<file path="src/rtl/dtr_pkg.sv">
package dtr_pkg;

    localparam int           TEMP_WIDTH      = 11;
    localparam int           ADDR_WIDTH      = 8;
    localparam int           DATA_WIDTH      = 8;
    localparam int           HIGH_FIELD_MSB  = 2;
    localparam int           RSVD_WIDTH      = 5;
    localparam logic [7:0]   ADDR_TEMP_LOW   = 8'h60;
    localparam logic [7:0]   ADDR_TEMP_HIGH  = 8'h61;
    localparam logic [10:0]  TEMP_RESET      = 11'h000;
    localparam logic [4:0]   RSVD_RESET      = 5'h00;
    localparam logic [7:0]   READ_UNMAPPED   = 8'h00;
    // Quarter kelvin per count
    localparam int           MILLI_K_PER_LSB = 250;

    typedef struct packed {
        logic                  rd;
        logic                  wr;
        logic [ADDR_WIDTH-1:0] addr;
        logic [DATA_WIDTH-1:0] wdata;
    } dtr_req_s;

    typedef struct packed {
        logic                  valid;
        logic                  hit;
        logic [DATA_WIDTH-1:0] rdata;
    } dtr_rsp_s;

endpackage : dtr_pkg

</file>
<file path="src/rtl/dtr_temp_regs.sv">
`timescale 1ns/1ps

//Contract
//RULE1: Temperature readable as two byte registers, low at 0x60, high at 0x61.
//RULE2: Eleven-bit value: high register bits 2..0 on top, low register all eight below.
//RULE3: Unsigned kelvin count, one step equals a quarter kelvin.
//RULE4: High register bits 7..3 are reserved and cleared on power-on reset.
//RULE5: Host masks the five upper high-register bits before using the value.
//RULE6: Both registers read-only; writes change nothing, reads have no side effects.
module dtr_temp_regs #(
    parameter int TEMP_WIDTH = dtr_pkg::TEMP_WIDTH
) (
    input  wire logic                  clock,
    input  wire logic                  rst,
    input  wire logic                  sample_valid,
    input  wire logic [TEMP_WIDTH-1:0] sample_temp,
    input  wire dtr_pkg::dtr_req_s     req,
    output      dtr_pkg::dtr_rsp_s     rsp,
    output      logic [TEMP_WIDTH-1:0] temp_value
);

    // Bit layout of the two byte registers
    localparam int BYTE_WIDTH = dtr_pkg::DATA_WIDTH;
    localparam int ADDR_WIDTH = dtr_pkg::ADDR_WIDTH;
    localparam int LOW_WIDTH  = dtr_pkg::DATA_WIDTH;
    localparam int HIGH_WIDTH = dtr_pkg::HIGH_FIELD_MSB + 1;
    localparam int HIGH_LSB   = LOW_WIDTH;
    localparam int RSVD_WIDTH = dtr_pkg::RSVD_WIDTH;
    localparam int RSVD_LSB   = HIGH_WIDTH;

    // Register table order
    localparam int REG_LOW    = 0;
    localparam int REG_HIGH   = 1;
    localparam int REG_COUNT  = REG_HIGH + 1;

    // Refuse widths, reset values and maps that the byte split cannot serve
    if (TEMP_WIDTH != LOW_WIDTH + HIGH_WIDTH) begin : g_bad_temp_width
        $error("dtr_temp_regs: TEMP_WIDTH must equal the low byte plus the high field");
    end

    if (HIGH_WIDTH + RSVD_WIDTH != BYTE_WIDTH) begin : g_bad_high_layout
        $error("dtr_temp_regs: high field and reserved field must fill one byte");
    end

    if (HIGH_LSB + HIGH_WIDTH != TEMP_WIDTH) begin : g_bad_high_lsb
        $error("dtr_temp_regs: high field must hold the top bits of the count");
    end

    if (TEMP_WIDTH <= BYTE_WIDTH) begin : g_bad_narrow_temp
        $error("dtr_temp_regs: the count must be wider than one byte");
    end

    if (dtr_pkg::HIGH_FIELD_MSB >= BYTE_WIDTH) begin : g_bad_high_msb
        $error("dtr_temp_regs: high field must fit inside the high register");
    end

    if ($bits(dtr_pkg::TEMP_RESET) != TEMP_WIDTH) begin : g_bad_temp_reset_width
        $error("dtr_temp_regs: temperature reset value must match TEMP_WIDTH");
    end

    if (dtr_pkg::TEMP_RESET != '0) begin : g_bad_temp_reset
        $error("dtr_temp_regs: temperature must read zero after reset");
    end

    if ($bits(dtr_pkg::RSVD_RESET) != RSVD_WIDTH) begin : g_bad_rsvd_reset_width
        $error("dtr_temp_regs: reserved reset value must match the reserved field");
    end

    if (dtr_pkg::RSVD_RESET != '0) begin : g_bad_rsvd_reset
        $error("dtr_temp_regs: reserved bits must clear to zero on reset");
    end

    if (dtr_pkg::ADDR_TEMP_LOW == dtr_pkg::ADDR_TEMP_HIGH) begin : g_bad_addr_map
        $error("dtr_temp_regs: the two register addresses must differ");
    end

    if ($bits(dtr_pkg::ADDR_TEMP_LOW) != ADDR_WIDTH) begin : g_bad_low_addr_width
        $error("dtr_temp_regs: low register address must match the address width");
    end

    if ($bits(dtr_pkg::ADDR_TEMP_HIGH) != ADDR_WIDTH) begin : g_bad_high_addr_width
        $error("dtr_temp_regs: high register address must match the address width");
    end

    if ($bits(dtr_pkg::READ_UNMAPPED) != BYTE_WIDTH) begin : g_bad_fill_width
        $error("dtr_temp_regs: idle read value must be one byte wide");
    end

    if (dtr_pkg::READ_UNMAPPED != '0) begin : g_bad_fill_value
        $error("dtr_temp_regs: idle and unmapped reads must show zero");
    end

    if (dtr_pkg::MILLI_K_PER_LSB <= 0) begin : g_bad_scale
        $error("dtr_temp_regs: the count scale must be positive");
    end

    // Stored conversion and the reserved field of the high register
    logic [TEMP_WIDTH-1:0] temp;
    logic [RSVD_WIDTH-1:0] rsvd;

    // Register views as the host reads them
    logic [BYTE_WIDTH-1:0] low_byte;
    logic [BYTE_WIDTH-1:0] high_byte;
    logic [BYTE_WIDTH-1:0] reg_view [REG_COUNT];
    logic [ADDR_WIDTH-1:0] reg_addr [REG_COUNT];

    // Address decode of the current request
    // Select qualified by the read strobe
    logic [REG_COUNT-1:0]  reg_sel;
    logic [REG_COUNT-1:0]  read_sel;
    logic                  sel_hit;

    // Read path ahead of the response flops
    logic                  next_valid;
    logic                  next_hit;
    logic [BYTE_WIDTH-1:0] next_rdata;

    // Response flops
    logic                  rsp_valid;
    logic                  rsp_hit;
    logic [BYTE_WIDTH-1:0] rsp_rdata;

    // Capture a new conversion; host writes never reach this register
    always_ff @(posedge clock or posedge rst) begin
        if (rst) begin
            temp <= dtr_pkg::TEMP_RESET;
        end else if (sample_valid) begin
            temp <= sample_temp; // RULE3 RULE6
        end
    end

    // Reserved field holds its reset value
    // Nothing on the host side can set these bits
    always_ff @(posedge clock or posedge rst) begin
        if (rst) begin
            rsvd <= dtr_pkg::RSVD_RESET; // RULE4
        end else begin
            rsvd <= rsvd;
        end
    end

    // Low register carries the lower bits of the count
    assign low_byte = temp[LOW_WIDTH-1:0]; // RULE2

    // High register: temperature field below, reserved field above
    // Reserved bits come from their own flops so nothing else can leak into them
    for (genvar bit_idx = 0; bit_idx < BYTE_WIDTH; bit_idx++) begin : g_high_bit
        if (bit_idx < HIGH_WIDTH) begin : g_temp_field
            assign high_byte[bit_idx] = temp[HIGH_LSB+bit_idx]; // RULE2
        end else begin : g_rsvd_field
            assign high_byte[bit_idx] = rsvd[bit_idx-RSVD_LSB]; // RULE4
        end
    end

    // Register table in address order; the read mux walks it
    assign reg_view[REG_LOW]  = low_byte;
    assign reg_view[REG_HIGH] = high_byte;
    assign reg_addr[REG_LOW]  = dtr_pkg::ADDR_TEMP_LOW;  // RULE1
    assign reg_addr[REG_HIGH] = dtr_pkg::ADDR_TEMP_HIGH; // RULE1

    // One comparator per register; writes are decoded nowhere, so they change nothing
    for (genvar reg_idx = 0; reg_idx < REG_COUNT; reg_idx++) begin : g_decode
        assign reg_sel[reg_idx]  = (req.addr == reg_addr[reg_idx]); // RULE1 RULE6
        assign read_sel[reg_idx] = req.rd & reg_sel[reg_idx];
    end

    assign sel_hit = |reg_sel;

    // Only a read strobe produces data; idle and unmapped cycles show zero
    always_comb begin
        next_valid = req.rd; // RULE6
        next_hit   = req.rd & sel_hit;
        next_rdata = dtr_pkg::READ_UNMAPPED;
        for (int idx = 0; idx < REG_COUNT; idx++) begin
            if (read_sel[idx]) begin
                next_rdata = reg_view[idx]; // RULE1 RULE2 RULE4
            end
        end
    end

    // Response valid one cycle after the read strobe; a read changes no state
    always_ff @(posedge clock or posedge rst) begin
        if (rst) begin
            rsp_valid <= 1'b0;
        end else begin
            rsp_valid <= next_valid; // RULE6
        end
    end

    // Hit flag stands only with a valid response
    always_ff @(posedge clock or posedge rst) begin
        if (rst) begin
            rsp_hit <= 1'b0;
        end else if (next_valid) begin
            rsp_hit <= next_hit; // RULE1
        end else begin
            rsp_hit <= 1'b0;
        end
    end

    // Read data stands for one cycle, then returns to the idle value
    always_ff @(posedge clock or posedge rst) begin
        if (rst) begin
            rsp_rdata <= dtr_pkg::READ_UNMAPPED;
        end else if (next_valid) begin
            rsp_rdata <= next_rdata; // RULE1 RULE2
        end else begin
            rsp_rdata <= dtr_pkg::READ_UNMAPPED;
        end
    end

    assign rsp = '{valid: rsp_valid, hit: rsp_hit, rdata: rsp_rdata};

    // Registered copy of the stored count for the readout consumer
    // It trails the stored value by one cycle
    always_ff @(posedge clock or posedge rst) begin
        if (rst) begin
            temp_value <= dtr_pkg::TEMP_RESET;
        end else begin
            temp_value <= temp; // RULE2
        end
    end

endmodule : dtr_temp_regs

</file>
<file path="config.mk">
export PLATFORM = sky130hd
export DESIGN_NAME = dtr_temp_regs
export DESIGN_NICKNAME = d
export VERILOG_FILES = /design/src/rtl/dtr_pkg.sv /design/src/rtl/dtr_temp_regs.sv
export SDC_FILE = /design/constraint.sdc
export NUM_CORES = 1
export LEC_CHECK = 0
export ABC_CLOCK_PERIOD_IN_PS = 800
export BUFFER_PORTS_ARGS = -buffer_cell sky130_fd_sc_hd__buf_4
export CAP_MARGIN = 5
export CELL_PAD_IN_SITES_DETAIL_PLACEMENT = 1
export CELL_PAD_IN_SITES_GLOBAL_PLACEMENT = 2
export CORE_MARGIN = 3
export CORE_UTILIZATION = 27
export CTS_BUF_LIST = sky130_fd_sc_hd__clkbuf_4 sky130_fd_sc_hd__clkbuf_8
export CTS_CLUSTER_SIZE = 12
export DETAILED_ROUTE_END_ITERATION = 7
export PLACE_DENSITY = 0.87
export SETUP_SLACK_MARGIN = 0.05
export SLEW_MARGIN = 10
export SYNTH_ARGS = -nofsm -noshare
export SYNTH_HDL_FRONTEND = slang
export SYNTH_SLANG_ARGS = --single-unit
</file>
<file path="constraint.sdc">
create_clock -name clock -period 0.8 [get_ports clock]
set_input_delay 0.08 -clock clock [delete_from_list [all_inputs] [get_ports clock]]
set_output_delay 0.08 -clock clock [all_outputs]
set_load 0.005 [all_outputs]
</file>
==> results.md <==
- Period utilization: 108.6%
- Post-DR vias/cell: 4.384
- Vias in the first global route: 863
- Fmax: 1.151 GHz
- Htree depth: 2
- Avg Synthesized Cell Area: 15.34 um^2
- GPL Wtd Cong: 0.6637
- Main area contributors after synthesis: dfrtp_1, mux2_2, nor4_2
- Pwr dens: 2006 mW/mm^2
- Final non-filler cell total: 172
- Yosys Warn Count: 0
- CP max stage cell: dfrtp_1
- Yosys reg bits: 32
- Hold Path Depth: 2
- 1st-iter DRT viols: 20
- Hold Fails Final Rpt: 0
- Post-layout net count: 156
- Slew HR: 83.93%
- Min Tclk post-route: 0.8690 ns
- Worst Hold Class: in2reg
- Pin count of the biggest net entering global routing: 33
- Initial antenna violation count: 0
- Post-synth top area cell: dfrtp_1
- Drt first pass iters: 2
- VDD IR max: 0.0008553 V
- Final setup violation count: 22
- CP top delay family: flip-flops
- Port Buffers: 43
- Crit start category: flip-flop
- CTS root buffer: clkbuf_8
- R2R depth: 1
- Bufs on Longest Clock Path: 2
- Cell count after placement: 160
- Mapped Cells: 73
- Initial core utilization: 29.27%
- Via Count: 754
- GRT Total Usage: 11.73%
- Yosys cell types: 17
- Failing checks: setup timing
- Critical path class: reg2out
- Max Cap Viol: 0
- Area delta synth->final: 59.78%
- Placed Instance Area: 0.001510 mm^2
- Mapped cell area: 0.001120 mm^2
- Crit path buf inv count: 1
- I/O pin count: 53
- Cts bufs inserted: 5
- First-pass GRT wire length: 4402 um
- Final setup margin: -0.06903 ns
- P_leak: 0.8530 nW
- Post-route cell area: 0.001789 mm^2
- Row cnt: 22
- Core area: 0.003826 mm^2
- Worst EP arrival: 0.79 ns
- CP cell instances: buf_6
- Routed Antenna Nets: 0
- Critical Path Fanout Max: 1
- Post-DP HPWL: 1708 um
- N_diodes: 0
- Syn_nets: 105
- DRC: 0
- Routed WL: 2553 um
- Pre-CTS setup slack: -0.3420 ns
- Worst Skew: 0.004081 ns
- Final core occ: 46.76%
- Cell count along the critical path: 1
- Width of the die: 70.40 um
- Later-pin clock latency in the skew report: 0.29 ns
- Req. time, crit path: 0.72 ns
- Area share of the largest cell type after synthesis: 71.51%
- Seq/Total Area, Yosys: 71.51%
- GRT overflow: 0
- Total die area: 0.004956 mm^2
- Outcome: complete, but fails checks
- Crit-path max cell delay: 0.39 ns
- Die Span Y: 70.40 um
- RSZ-0062 raised after global routing: yes
- Clock sinks: 32
- Max-slew violations: 0
- Drt wl/cell: 14.84 um
- Worst setup EP type: output pin
- Reg clk slew, reported paths: 0.06 ns
- CTS tree: built
- Tightest Pin Transition: 0.2391 ns
- Layout cells sized above 1: 60.48%
## what timing repair did
item | CTS | global route
hold buffers | 3 | 0
endpoints found under the setup margin | 36 | 37
endpoints found under the hold margin | 34 | 0
buffers inserted | 0 | 1
pin swaps | 0 | 0
cloned | 1 | 0
resized for setup | 32 | 6
## logic make-up after synthesis
| group | Yosys count | synth area share (%) |
|---|---|---|
| mux | 10 | 9.721 |
| compound gates | 4 | 1.788 |
| simple gates | 15 | 11.51 |
| flops | 32 | 71.51 |
| buf+inv | 12 | 5.474 |
## layer usage
metal  wire length, um  track usage (%)  up-vias
li1                  -                -      342
met1               952            13.09      378
met2              1379            19.54       28
met3               178            4.748        6
met4                42            5.106        0
met5                 0                0        -
## final timing paths
path | startpoint | endpoint | slack (ns)
setup / recovery | rsp_rdata[2]$_DFF_PP0_ | rsp[2] | -0.07
hold / removal | sample_temp[0] | temp[0]$_DFFE_PP0P_ | 0.02
setup reg to reg | temp[1]$_DFFE_PP0P_ | temp[1]$_DFFE_PP0P_ | 0
hold reg to reg | temp[5]$_DFFE_PP0P_ | temp_value[5]$_DFF_PP0_ | 0.40
max in group asynchronous | rst | temp[6]$_DFFE_PP0P_ | 0.25
min in group asynchronous | rst | temp_value[7]$_DFF_PP0_ | 0.38
## registers in the layout, indices dropped and copies added (netlist names)
| register | count |
|---|---|
| temp_value | 11 |
| temp | 11 |
| rsp_valid | 1 |
| rsp_rdata | 8 |
| rsp_hit | 1 |
## synthesized netlist by cell type, drive strengths merged
cell type / count
buf: 5
clkbuf: 2
dfrtp: 32
inv: 5
mux2: 7
mux2i: 3
nand2: 4
nand4bb: 1
nor2: 1
nor3: 3
nor4: 4
nor4b: 1
o21ai: 4
or4b: 1
## area by class of cell
class                   instances  area, um^2
clock buffers                   7       96.34
fillers                       382        2037
inverters                       5       22.52
multi-input cells              30       327.8
flip-flops and latches         32       800.8
well taps                      48       60.06
repair buffers                 50       481.7
## cell usage in the layout (no fill, tap or decap), types with 2 or more instances in the layout
master	n
buf_6	23
mux2_4	7
mux2i_1	2
nor4_4	2
clkbuf_8	7
inv_2	4
dlygate4sd3_1	3
nand2_1	4
nor3_1	2
o21ai_0	3
nor4_2	2
buf_4	23
dfrtp_1	32
or4b_4	2
## power breakdown
part / switching (mW) / internal [mW] / total, mW
logic: 0.166 / 0.290 / 0.456
clock network: 0.566 / 0.765 / 1.33
registers: 0.0719 / 1.73 / 1.80
## stage by stage
step	hold slack, ns	TNS [ns]	power, mW
2_1_floorplan	0.008365	-1.450	1.963
5_1_grt	0.01005	-1.989	3.777
6_report	0.01921	-1.132	3.589
3_3_place_gp	0.1247	-2.459	2.163
3_5_place_dp	0.1303	-2.604	2.182
4_1_cts	0.01345	-1.366	3.605
Power figures use the tool's default switching activity.
